<file path="src/bdts_cfg.svh">
`ifndef BDTS_CFG_SVH
`define BDTS_CFG_SVH
// register byte offsets (address bits [4:0])
`define BDTS_A_CMD 5'h00
`define BDTS_A_DATA 5'h04
`define BDTS_A_SEL 5'h08
`define BDTS_A_PEND 5'h0c
`define BDTS_A_RWORD 5'h10
`define BDTS_A_CSIZE 5'h14
`define BDTS_A_FLAGS 5'h18
`define BDTS_A_TAGS 5'h1c
// p1 field positions
`define BDTS_P1_RETX 0
`define BDTS_P1_ABORT 1
`define BDTS_P1_DATA 2
`define BDTS_P1_RSV_HI 5
`define BDTS_P1_RSV_LO 3
`define BDTS_P1_SESS_HI 7
`define BDTS_P1_SESS_LO 6
// data register: byte in [7:0], last-byte flag
`define BDTS_D_LAST 8
// flags register bits
`define BDTS_F_PRO 0
`define BDTS_F_NOMEM 1
// status words and tlv codes
`define BDTS_SW1_ONGOING 8'h92
`define BDTS_SW_OK 16'h9000
`define BDTS_SW_NOMEM 16'h6a84
`define BDTS_SW_BADP1 16'h6a86
`define BDTS_SW_NODATA 16'h6700
`define BDTS_TAG_SC 8'h80
`define BDTS_TAG_NONE 8'h00
`define BDTS_TAG_MORE 5'h1f
`define BDTS_TAG_LAST_IDX 2'h2
`define BDTS_LEN_SHORT_MAX 8'h7f
`define BDTS_LEN_EXT 8'h81
`define BDTS_RESP_LEN 8'h04
`define BDTS_CSIZE_RST 8'hff
// axi responses
`define BDTS_RESP_OKAY 2'h0
`define BDTS_RESP_SLVERR 2'h2
`endif

</file>
<file path="src/bdts_pkg.sv">
package bdts_pkg;
   // frame parser states, gray along tag, length, long length, value (short-form length to value flips two bits)
   typedef enum logic [2:0]
   {
      ST_IDLE = 3'h0,
      ST_TAG = 3'h1,
      ST_LEN = 3'h3,
      ST_LEN2 = 3'h2,
      ST_VAL = 3'h6
   } bdts_state_e;
endpackage: bdts_pkg
</file>
<file path="src/bdts_core.sv">
`timescale 1ns/1ns
`include "bdts_cfg.svh"
module bdts_core
(
   // clock and reset
   input wire logic aclk,
   input wire logic aresetn,
   // axi4-lite write address
   input wire logic [4:0] s_axi_awaddr,
   input wire logic s_axi_awvalid,
   output logic s_axi_awready,
   // axi4-lite write data
   input wire logic [31:0] s_axi_wdata,
   input wire logic [3:0] s_axi_wstrb,
   input wire logic s_axi_wvalid,
   output logic s_axi_wready,
   // axi4-lite write response
   output logic [1:0] s_axi_bresp,
   output logic s_axi_bvalid,
   input wire logic s_axi_bready,
   // axi4-lite read address
   input wire logic [4:0] s_axi_araddr,
   input wire logic s_axi_arvalid,
   output logic s_axi_arready,
   // axi4-lite read data
   output logic [31:0] s_axi_rdata,
   output logic [1:0] s_axi_rresp,
   output logic s_axi_rvalid,
   input wire logic s_axi_rready
);
   // bus state
   logic wa_r, wa_nxt, bvalid_r, bvalid_nxt, ar_r, ar_nxt;
   logic rvalid_r, rvalid_nxt;
   logic [1:0] bresp_r, bresp_nxt, rresp_r, rresp_nxt;
   logic [31:0] rdata_r, rdata_nxt;
   logic we;
   // core state
   bdts_pkg::bdts_state_e st_r, st_nxt;
   logic [1:0] cur_s_r, cur_s_nxt, sel_r, sel_nxt, tcnt_r, tcnt_nxt;
   logic [7:0] ftag_r, ftag_nxt, len_r, len_nxt, vcnt_r, vcnt_nxt;
   logic [7:0] p2_r, p2_nxt, rtag_r, rtag_nxt;
   logic ferr_r, ferr_nxt, pro_r, pro_nxt, nomem_r, nomem_nxt;
   logic [15:0] sw_r, sw_nxt;
   logic [31:0] resp_r, resp_nxt;
   logic [7:0] tag_r [4];
   logic [7:0] tag_nxt [4];
   logic [7:0] pend_r [4];
   logic [7:0] pend_nxt [4];
   logic [7:0] csize_r [4];
   logic [7:0] csize_nxt [4];
   logic [7:0] lsw2_r [4];
   logic [7:0] lsw2_nxt [4];
   logic [31:0] rmem_r [4];
   logic [31:0] rmem_nxt [4];
   logic [31:0] last_r [4];
   logic [31:0] last_nxt [4];
   // decoded command, shared with the checks
   logic cmd_we, end_c, ans_c, res_c, fetch_c;
   logic [7:0] p1_c;
   logic [1:0] s_c, as_c;

   // sw2: rsv, resend, proactive, session, more
   function automatic logic [7:0] sw2_f(input logic res, input logic pro,
      input logic [3:0] pv, input logic [1:0] cs);
      logic [1:0] ps;
      ps = cs;
      for (int i = 3; i >= 0; i--)
      begin
         if (pv[i])
            ps = 2'(i); // lowest session with data waiting
      end
      sw2_f = {3'h0, res, pro, ps, |pv};
   endfunction: sw2_f

   // a write is taken when both channels meet the ready pulse with a strobe set
   assign we = wa_r && s_axi_awvalid && s_axi_wvalid && |s_axi_wstrb;
   assign p1_c = s_axi_wdata[7:0];
   assign s_c = p1_c[`BDTS_P1_SESS_HI:`BDTS_P1_SESS_LO];
   assign cmd_we = we && s_axi_awaddr == `BDTS_A_CMD;

   // bus handshake: one write and one read in flight at most
   always_comb
   begin
      wa_nxt = 1'b0;
      bvalid_nxt = bvalid_r;
      bresp_nxt = bresp_r;
      ar_nxt = 1'b0;
      rvalid_nxt = rvalid_r;
      rdata_nxt = rdata_r;
      rresp_nxt = rresp_r;
      if (!wa_r && !bvalid_r && s_axi_awvalid && s_axi_wvalid)
         wa_nxt = 1'b1;
      if (wa_r && s_axi_awvalid && s_axi_wvalid)
      begin
         bvalid_nxt = 1'b1;
         bresp_nxt = (s_axi_awaddr > `BDTS_A_FLAGS ||
            s_axi_awaddr[1:0] != 2'h0) ? `BDTS_RESP_SLVERR :
            `BDTS_RESP_OKAY;
      end
      else if (bvalid_r && s_axi_bready)
         bvalid_nxt = 1'b0;
      if (!ar_r && !rvalid_r && s_axi_arvalid)
         ar_nxt = 1'b1;
      if (ar_r && s_axi_arvalid)
      begin
         rvalid_nxt = 1'b1;
         rresp_nxt = `BDTS_RESP_OKAY;
         case (s_axi_araddr)
            `BDTS_A_CMD: rdata_nxt = {16'h0, sw_r};
            `BDTS_A_DATA: rdata_nxt = resp_r;
            `BDTS_A_SEL: rdata_nxt = {16'h0, rtag_r, `BDTS_RESP_LEN};
            `BDTS_A_PEND: rdata_nxt = {24'h0, pend_r[sel_r]};
            `BDTS_A_CSIZE: rdata_nxt = {24'h0, csize_r[sel_r]};
            // header p2 shows here so the block count can be read back
            `BDTS_A_FLAGS: rdata_nxt = {16'h0, p2_r, 1'b0, st_r, cur_s_r,
               nomem_r, pro_r};
            `BDTS_A_TAGS: rdata_nxt = {tag_r[3], tag_r[2], tag_r[1], tag_r[0]};
            default:
            begin
               rdata_nxt = 32'h0;
               rresp_nxt = `BDTS_RESP_SLVERR;
            end
         endcase
      end
      else if (rvalid_r && s_axi_rready)
         rvalid_nxt = 1'b0;
   end

   // bus registers
   always_ff @(posedge aclk)
   begin
      if (!aresetn)
      begin
         wa_r <= 1'b0;
         bvalid_r <= 1'b0;
         bresp_r <= `BDTS_RESP_OKAY;
         ar_r <= 1'b0;
         rvalid_r <= 1'b0;
         rdata_r <= 32'h0;
         rresp_r <= `BDTS_RESP_OKAY;
      end
      else
      begin
         wa_r <= wa_nxt;
         bvalid_r <= bvalid_nxt;
         bresp_r <= bresp_nxt;
         ar_r <= ar_nxt;
         rvalid_r <= rvalid_nxt;
         rdata_r <= rdata_nxt;
         rresp_r <= rresp_nxt;
      end
   end

   assign s_axi_awready = wa_r;
   assign s_axi_wready = wa_r;
   assign s_axi_bvalid = bvalid_r;
   assign s_axi_bresp = bresp_r;
   assign s_axi_arready = ar_r;
   assign s_axi_rvalid = rvalid_r;
   assign s_axi_rdata = rdata_r;
   assign s_axi_rresp = rresp_r;

   // command decode, frame parser and per-session bookkeeping
   always_comb
   begin
      logic [7:0] b;
      logic [3:0] pv;
      logic bad;
      b = s_axi_wdata[7:0];
      pv = 4'h0;
      bad = 1'b0;
      st_nxt = st_r;
      cur_s_nxt = cur_s_r;
      sel_nxt = sel_r;
      tcnt_nxt = tcnt_r;
      ftag_nxt = ftag_r;
      len_nxt = len_r;
      vcnt_nxt = vcnt_r;
      p2_nxt = p2_r;
      rtag_nxt = rtag_r;
      ferr_nxt = ferr_r;
      pro_nxt = pro_r;
      nomem_nxt = nomem_r;
      sw_nxt = sw_r;
      resp_nxt = resp_r;
      tag_nxt = tag_r;
      pend_nxt = pend_r;
      csize_nxt = csize_r;
      lsw2_nxt = lsw2_r;
      rmem_nxt = rmem_r;
      last_nxt = last_r;
      end_c = 1'b0;
      ans_c = 1'b0;
      res_c = 1'b0;
      fetch_c = 1'b0;
      as_c = s_c;
      if (cmd_we)
      begin
         // a new command header drops any half-received frame
         st_nxt = bdts_pkg::ST_IDLE;
         if (p1_c[`BDTS_P1_RSV_HI:`BDTS_P1_RSV_LO] != 3'h0 ||
            (p1_c[`BDTS_P1_DATA] && p1_c[`BDTS_P1_RETX]))
            sw_nxt = `BDTS_SW_BADP1;
         else if (p1_c[`BDTS_P1_ABORT])
         begin
            // association stays open; only transaction data goes
            tag_nxt[s_c] = `BDTS_TAG_NONE;
            pend_nxt[s_c] = 8'h0;
            last_nxt[s_c] = 32'h0;
            lsw2_nxt[s_c] = 8'h0;
            sw_nxt = `BDTS_SW_OK;
         end
         else if (p1_c[`BDTS_P1_DATA])
         begin
            if (nomem_r)
            begin
               tag_nxt[s_c] = `BDTS_TAG_NONE;
               pend_nxt[s_c] = 8'h0;
               sw_nxt = `BDTS_SW_NOMEM;
            end
            else
            begin
               st_nxt = bdts_pkg::ST_TAG;
               cur_s_nxt = s_c;
               p2_nxt = s_axi_wdata[15:8];
               tcnt_nxt = 2'h0;
               vcnt_nxt = 8'h0;
               len_nxt = 8'h0;
               ferr_nxt = 1'b0;
            end
         end
         else if (s_axi_wdata[15:8] != 8'h0)
            sw_nxt = `BDTS_SW_NODATA; // blocks still owed
         else if (p1_c[`BDTS_P1_RETX])
         begin
            resp_nxt = last_r[s_c];
            sw_nxt = {`BDTS_SW1_ONGOING, lsw2_r[s_c]};
         end
         else
         begin
            // fetch allowed mid-transaction of any session
            ans_c = 1'b1;
            if (pend_r[s_c] != 8'h0)
            begin
               fetch_c = 1'b1;
               pend_nxt[s_c] = pend_r[s_c] - 8'h1;
               resp_nxt = rmem_r[s_c];
               last_nxt[s_c] = rmem_r[s_c];
               rtag_nxt = (tag_r[s_c] == `BDTS_TAG_NONE) ?
                  `BDTS_TAG_SC : tag_r[s_c];
            end
         end
      end
      else if (we && s_axi_awaddr == `BDTS_A_DATA &&
         st_r != bdts_pkg::ST_IDLE)
      begin
         case (st_r)
            bdts_pkg::ST_TAG:
            begin
               tcnt_nxt = tcnt_r + 2'h1;
               if (tcnt_r == 2'h0)
                  ftag_nxt = b;
               else
                  ferr_nxt = 1'b1; // multi-byte tags are reserved
               if (tcnt_r == `BDTS_TAG_LAST_IDX)
               begin
                  st_nxt = bdts_pkg::ST_LEN; // three tag bytes at most
                  if (b[7])
                     ferr_nxt = 1'b1;
               end
               else if (tcnt_r == 2'h0 ? b[4:0] != `BDTS_TAG_MORE : !b[7])
                  st_nxt = bdts_pkg::ST_LEN;
            end
            bdts_pkg::ST_LEN:
            begin
               st_nxt = bdts_pkg::ST_VAL;
               if (b <= `BDTS_LEN_SHORT_MAX)
                  len_nxt = b;
               else if (b == `BDTS_LEN_EXT)
                  st_nxt = bdts_pkg::ST_LEN2;
               else
                  ferr_nxt = 1'b1;
            end
            bdts_pkg::ST_LEN2:
            begin
               st_nxt = bdts_pkg::ST_VAL;
               len_nxt = b;
               if (!b[7])
                  ferr_nxt = 1'b1; // short length in long form
            end
            bdts_pkg::ST_VAL:
            begin
               if (vcnt_r == len_r)
                  ferr_nxt = 1'b1; // more value bytes than length
               else
                  vcnt_nxt = vcnt_r + 8'h1;
            end
            default: st_nxt = bdts_pkg::ST_IDLE;
         endcase
         if (s_axi_wdata[`BDTS_D_LAST])
         begin
            end_c = 1'b1;
            as_c = cur_s_r;
            bad = ferr_nxt || st_nxt != bdts_pkg::ST_VAL ||
               vcnt_nxt != len_nxt || ftag_nxt != `BDTS_TAG_SC ||
               (tag_r[cur_s_r] != `BDTS_TAG_NONE &&
               ftag_nxt != tag_r[cur_s_r]) ||
               len_nxt > csize_r[cur_s_r];
            if (!bad)
               tag_nxt[cur_s_r] = ftag_nxt;
            // final or not, a block is answered with 92 xx
            ans_c = 1'b1;
            res_c = bad; // ask the terminal to resend
            st_nxt = bdts_pkg::ST_IDLE;
         end
      end
      else if (we)
      begin
         case (s_axi_awaddr)
            `BDTS_A_SEL: sel_nxt = s_axi_wdata[1:0];
            `BDTS_A_PEND: pend_nxt[sel_r] = s_axi_wdata[7:0];
            `BDTS_A_RWORD: rmem_nxt[sel_r] = s_axi_wdata;
            `BDTS_A_CSIZE: csize_nxt[sel_r] = s_axi_wdata[7:0];
            `BDTS_A_FLAGS:
            begin
               pro_nxt = s_axi_wdata[`BDTS_F_PRO];
               nomem_nxt = s_axi_wdata[`BDTS_F_NOMEM];
            end
            default: ;
         endcase
      end
      // pending data of any session shows in every fetch and end-of-frame answer
      for (int i = 0; i < 4; i++)
         pv[i] = |pend_nxt[i];
      if (ans_c)
      begin
         sw_nxt = {`BDTS_SW1_ONGOING, sw2_f(res_c, pro_r, pv, as_c)};
         if (fetch_c)
            lsw2_nxt[as_c] = sw_nxt[7:0];
      end
   end

   // core registers
   always_ff @(posedge aclk)
   begin
      if (!aresetn)
      begin
         st_r <= bdts_pkg::ST_IDLE;
         cur_s_r <= 2'h0;
         sel_r <= 2'h0;
         tcnt_r <= 2'h0;
         ftag_r <= `BDTS_TAG_NONE;
         len_r <= 8'h0;
         vcnt_r <= 8'h0;
         p2_r <= 8'h0;
         rtag_r <= `BDTS_TAG_SC;
         ferr_r <= 1'b0;
         pro_r <= 1'b0;
         nomem_r <= 1'b0;
         sw_r <= `BDTS_SW_OK;
         resp_r <= 32'h0;
         for (int i = 0; i < 4; i++)
         begin
            tag_r[i] <= `BDTS_TAG_NONE;
            pend_r[i] <= 8'h0;
            csize_r[i] <= `BDTS_CSIZE_RST;
            lsw2_r[i] <= 8'h0;
            rmem_r[i] <= 32'h0;
            last_r[i] <= 32'h0;
         end
      end
      else
      begin
         st_r <= st_nxt;
         cur_s_r <= cur_s_nxt;
         sel_r <= sel_nxt;
         tcnt_r <= tcnt_nxt;
         ftag_r <= ftag_nxt;
         len_r <= len_nxt;
         vcnt_r <= vcnt_nxt;
         p2_r <= p2_nxt;
         rtag_r <= rtag_nxt;
         ferr_r <= ferr_nxt;
         pro_r <= pro_nxt;
         nomem_r <= nomem_nxt;
         sw_r <= sw_nxt;
         resp_r <= resp_nxt;
         tag_r <= tag_nxt;
         pend_r <= pend_nxt;
         csize_r <= csize_nxt;
         lsw2_r <= lsw2_nxt;
         rmem_r <= rmem_nxt;
         last_r <= last_nxt;
      end
   end

   logic ok_c;
   assign ok_c = p1_c[`BDTS_P1_RSV_HI:`BDTS_P1_RSV_LO] == 3'h0;
endmodule: bdts_core

</file>
<file path="config.mk">
export PLATFORM = sky130hd
export DESIGN_NAME = bdts_core
export DESIGN_NICKNAME = d
export VERILOG_FILES = /design/src/bdts_pkg.sv /design/src/bdts_core.sv
export VERILOG_INCLUDE_DIRS = /design/src /design/src/src
export SDC_FILE = /design/constraint.sdc
export NUM_CORES = 1
export LEC_CHECK = 0
export ABC_CLOCK_PERIOD_IN_PS = 4700
export BUFFER_PORTS_ARGS = -buffer_cell sky130_fd_sc_hd__buf_2
export CAP_MARGIN = 0
export CELL_PAD_IN_SITES_DETAIL_PLACEMENT = 0
export CELL_PAD_IN_SITES_GLOBAL_PLACEMENT = 1
export CORE_MARGIN = 1.5
export CORE_UTILIZATION = 50
export CTS_BUF_LIST = sky130_fd_sc_hd__clkbuf_2
export DETAILED_ROUTE_END_ITERATION = 12
export MAX_ROUTING_LAYER = met4
export PLACE_DENSITY = 0.84
export SLEW_MARGIN = 20
export SYNTH_ARGS = -nofsm -noshare
export SYNTH_HDL_FRONTEND = slang
export SYNTH_SLANG_ARGS = --single-unit
</file>
<file path="constraint.sdc">
create_clock -name aclk -period 4.7 [get_ports aclk]
set_input_delay 0 -clock aclk [delete_from_list [all_inputs] [get_ports aclk]]
set_output_delay 0 -clock aclk [all_outputs]
set_load 0.02 [all_outputs]
</file>
# Word level (Yosys, flattened, before mapping)
# Cells that the tools add are included.
[word_totals]
wordCells = 368
output_inout_bits = 41
ff_bits = 524
[op_classes]
reduce_logical = 74
eq_ne = 36
n_bitwise = 19
muxes = 179
addsub = 3
order_cmp = 11
[ops]
columns = ["cell", "count"]
rows = [
  ["$mux W32", 32],
  ["$mux W128", 5],
  ["$mux W8", 38],
  ["$bwmux W128", 2],
  ["$pmux W32 S7", 1],
  ["$bwmux W32", 5],
  ["$and A128 B128 Y128", 1],
  ["$bmux W32 S2", 2],
  ["$demux W32 S2", 2],
  ["$not A128 Y128", 1],
  ["$bmux W8 S2", 7],
  ["$and A32 B32 Y32", 3],
  ["$mux W16", 6],
  ["$demux W8 S2", 4],
  ["$mux W1", 44],
  ["$mux W2", 17],
  ["$not A32 Y32", 1],
  ["$reduce_or A32 Y1", 1],
  ["$reduce_or A8 Y1", 4],
  ["$eq A5 B5 Y1 const B", 6],
  ["$mux W3", 9],
  ["$reduce_and A6 Y1", 4],
  ["$reduce_bool A8 Y1", 3],
  ["$eq A5 B4 Y1 const B", 4],
  ["47 further kinds", 120],
]

# Logic depth before layout (Yosys ltp)
[logic_depth]
ltp_word = 22
ltp_mapped = 16
ltp_nobuf = 14

# Worst setup path before layout
# Ideal clock, no wire load.
[synth_timing]
path_type = "register to register"
startpoint = "register cur_s_r[0]"
endpoint = "register tag_r[31] (netlist bit)"
t_arrival_ps = 3821
t_required_ps = 4630
setup_slack_ps = 809
stages_incl_launch_ff = 15
setup_time_ps = 70
cell_sequence = "dfxtp_1 > buf_2 > buf_1 > mux4_2 > inv_1 > ha_1 > nor2b_1 > o21a_1 > o21a_1 > o21a_1 > o31ai_1 > nand4_1 > or3_1 > or4_1 > a21boi_1"
[synth_via]
elab_chain_len = 10
[synth_lines]
columns = ["item", "line", "source"]
rows = [
  ["from (decl)", "bdts_core.sv:39", "logic [1:0] cur_s_r, cur_s_nxt, sel_r, sel_nxt, tcnt_r, tcnt_nxt;"],
  ["from (signal assigned)", "bdts_core.sv:375", "cur_s_r <= cur_s_nxt;"],
  ["$not A2 Y3 (not written as such) *", "n/a", ""],
  ["parallel branches: the longest is 9 deep, another holds $gt A8 B8 Y1", "n/a", ""],
  ["to (signal, indexed assignment)", "bdts_core.sv:364", "tag_r[i] <= `BDTS_TAG_NONE;"],
  ["to (signal assigned)", "bdts_core.sv:388", "tag_r <= tag_nxt;"],
  ["to (decl)", "bdts_core.sv:45", "logic [7:0] tag_r [4];"],
]
# Mark *: on every way between the ends. The select of a mux whose other input is x is not followed.
# A chain may end at the register's enable or synchronous reset.

# Worst setup path after layout
[layout_timing]
startpoint = "register st_r[2]"
endpoint = "register tag_r[10] (netlist bit)"
[layout_via]
elab_chain_len = 13
[layout_lines]
columns = ["item", "line", "source"]
rows = [
  ["from (decl)", "bdts_core.sv:38", "bdts_pkg::bdts_state_e st_r, st_nxt;"],
  ["from (signal assigned)", "bdts_core.sv:348", "st_r <= bdts_pkg::ST_IDLE;"],
  ["from (signal assigned)", "bdts_core.sv:374", "st_r <= st_nxt;"],
  ["parallel branches: the longest is 13 deep, another holds $gt A8 B8 Y1", "n/a", ""],
]
# Parallel ways; which one is timed is not known. The select of a mux whose other input is x is not followed.

==> results by group <==
Run status
  – Outcome: finished, final reports clean

Timing
  – Setup TNS: 0 ps
  – Slew HR: between 20% and 30%
  – Worst Skew: 74.6 ps
  – Final setup viols: 0
  – Tcrit/Tclk final: 86.5%
  – Min Tclk post-route: a little over 4000 ps
  – F_max: 0.246 GHz
  – Max Slew Vio Count: 0
  – Hold slack: 7.45 ps
  – Slew @ Worst Pin: between 1000 and 1500 ps
  – Final hold violation count: 0
  – Setup repair after global routing missed its margin: no

Global route
  – Total gr overflow: 0
  – Total GRT Usage: about a third
  – Initial antenna violation count: 4
  – First-pass GRT wire length: 135 mm
  – Pin count of the biggest net entering global routing: 142
  – Vias in the first global route: 22966

Clock tree
  – Clock transition at path regs: 90 ps
  – Max Buffers Root-to-Sink: 3
  – H-tree Lvls: 4
  – Postcts setup bufs: 0
  – Post_cts resized: 0
  – Cts bufs inserted: 140
  – Clock Tree Root: clkbuf_2
  – CTS Hold Bufs: 162
  – Num Clock Sinks: 519
  – CTS tree: built
  – Clock latency at the later pin of the worst-skew pair: 1390 ps

Critical path
  – Worst Path Max Fanout: 12
  – R2r startpoint: st_r[2]
  – WP data arrival: approximately 5300 ps
  – Critical path origin: st_r[2]
  – Cell mode on critical path: o21a_1
  – Worst path cell trace: nor2b_1, nand2_1, mux2i_1, inv_1, ha_1, nor2b_1, o21a_1, o21a_1, o21a_1, o31ai_1, nand4_1, nor4_1, a21oi_1, and2_1
  – Bufs and invs on worst path: 1
  – CP top delay family: simple AND/OR/NAND/NOR gates
  – WS Path Type: flop to flop
  – Crit-path max cell delay: 620 ps
  – Req. time, crit path: 5950 ps
  – Worst setup EP type: flop
  – Critical path's slowest cell: dfxtp_1
  – Worst setup SP type: flop

Cells and area
  – Final instance area: 0.0296 mm2
  – Most frequent cells in the layout: 746 x nand2_1, 519 x dfxtp_1, 292 x a21boi_0
  – Syn-to-layout area delta: 15.1%
  – Fin nets: 3187
  – Commonest non-fill, non-tap cell in the layout: nand2_1
  – Layout cell share with drive strength beyond 1: 17.3%

Place
  – Placed Area: 0.0267 mm2
  – Final GP Congestion: 0.956
  – IO Port Bufs: 91
  – HPWL Detailed: 55.2 mm

Die
  – DIE WIDTH: 230 um
  – I/O pins: 94
  – Initial core utilization: between 50% and 60%
  – Row count: 82
  – Die span in y: 230 um
  – Core Region: 0.0504 mm2
  – Die Area: 0.0527 mm2

Synth
  – Post-Syn Area: 0.0257 mm2
  – Synth Register Bits: approximately 520
  – Synth async-reset ratio: 0%
  – Syn Inst Count: 2879
  – Most area-consuming cells after synthesis: dfxtp_1 40%, nand2_1 11%, mux4_2 11%
  – Count of unique library cells instantiated by Yosys: 93
  – Number of warnings issued by yosys: 0
  – Top cell type's share of synthesized area: between 40% and 50%
  – Number of synthesized flops with an enable pin: 0
  – Cell accounting for the most synthesized area: dfxtp_1
  – Fraction of the yosys area taken by sequential cells: 40.5%
  – Most used flip-flop cell after synthesis: dfxtp_1
  – Syn avg cell area: 8.92 um2

Power
  – Worst VDD drop: ~0.18 mV
  – Total power per unit cell area: 274 mW/mm2
  – Static Leakage: 10.8 nW

Routing
  – ANT nets after route: 0
  – DRC violation total after the first TritonRoute iteration: 1842
  – Via count: 23175
  – Pre-Repair DR Iteration Count: 6
  – Final wirelength: 87.7 mm
  – # DRC: 0
  – Vias per inst: between 5 and 6
  – WL per Instance: 22.6 um

Worst hold path
  – Worst hold path class: primary input to flop
  – Min-delay src: s_axi_arvalid

Run
  – Max Cap Viol: 0
[state kept, by name, indices dropped and copies added, names as in the netlist, 3 cells and up]
register and cells:
csize_r 32, ftag_r 8, last_r 128, len_r 8, lsw2_r 32, p2_r 8, pend_r 32, resp_r 32
rmem_r 128, rtag_r 8, s_axi_rdata 32, st_r 3, sw_r 13, tag_r 32, vcnt_r 8
[worst paths after layout]
path / endpoint / slack (ps) / cells after the start
max reg2reg: tag_r[10] / 640 / 14
max: tag_r[10] / 640 / 14
min: s_axi_rdata[7] / 7 / 5
min reg2reg: lsw2_r[26] / 460 / 2
[per-stage QoR]
stage / util (%) / cells / total power [mW] / worst slack [ps]
finish: 58.7 / 3882 / 8.09 / 636
global route: 58.7 / 3881 / 8.42 / 317
CTS: 58.6 / 3876 / 8.13 / 712
detailed placement: 53.0 / 3488 / 4.88 / 747
global placement: 53.0 / 3488 / 4.87 / 748
floorplan: - / 2880 / 4.74 / 809
[cell type report]
class,instances,area (um2)
Multi-Input combinational cell,2114,14400
Fill cell,4602,20800
Sequential cell,519,10400
Timing Repair Buffer,317,2640
Inverter,29,109
Clock inverter,20,158
Antenna cell,5,12.5
Tap cell,672,841
Clock buffer,206,1030
[power breakdown]
part / switching (mW) / internal [mW]
clock: 1.89 / 1.31
combinational: 0.293 / 0.194
sequential: 0.00213 / 4.40
[metal layers]
layer	vias to the layer above	wire (um)	track usage [%]
li1	10683	-	-
met1	11307	36700	43.3
met5	-	0	-
met2	989	40800	53.3
met4	0	3370	15.1
met3	196	6850	7.08
[synth_stat cells, drive strengths merged (4+ instances only)]
cell type and number:
nand2 747, nor3b 4, a22o 10, a21o 7, nor2b 86, mux4 120, o22ai 4, xor2 16
or2 12, o21a 19, o211a 34, a2111oi 4, a21oi 51, nor2 77, and3 13, o211ai 10
mux2 9, a211oi 8, nor4b 6, o21ai 98, clkbuf 165, nand3b 4, buf 53, nand3 71
ha 13, xnor2 15, o31ai 8, nand2b 10, a31oi 8, or3 6, a221oi 13, o2bb2ai 5
and2 85, o2111ai 4, a21boi 293, a22oi 59, mux2i 62, dfxtp 519, nand4 16, inv 29
or4 10, nor4 24, nor3 26
[cell families (layout without fill, tap and decap cells)]
kind of cell	count (synthesis)	after routing	synth area share [%]
flops	519	519	40.5
mux	191	191	13.3
xor+xnor	33	33	1.23
simple gates	1213	1213	21.8
compound gates	662	662	18.7
buf+inv	247	572	3.82
other cells	1	7	0.0146
fa+ha+maj	13	13	0.634
[worst min-delay path, stage by stage]
cell and delay, ps:
dlygate4sd3_1 520, buf_2 120, nand2_2 360, a21oi_1 280
nor2b_1 50
No activity file was read; power rests on OpenSTA's default activity.
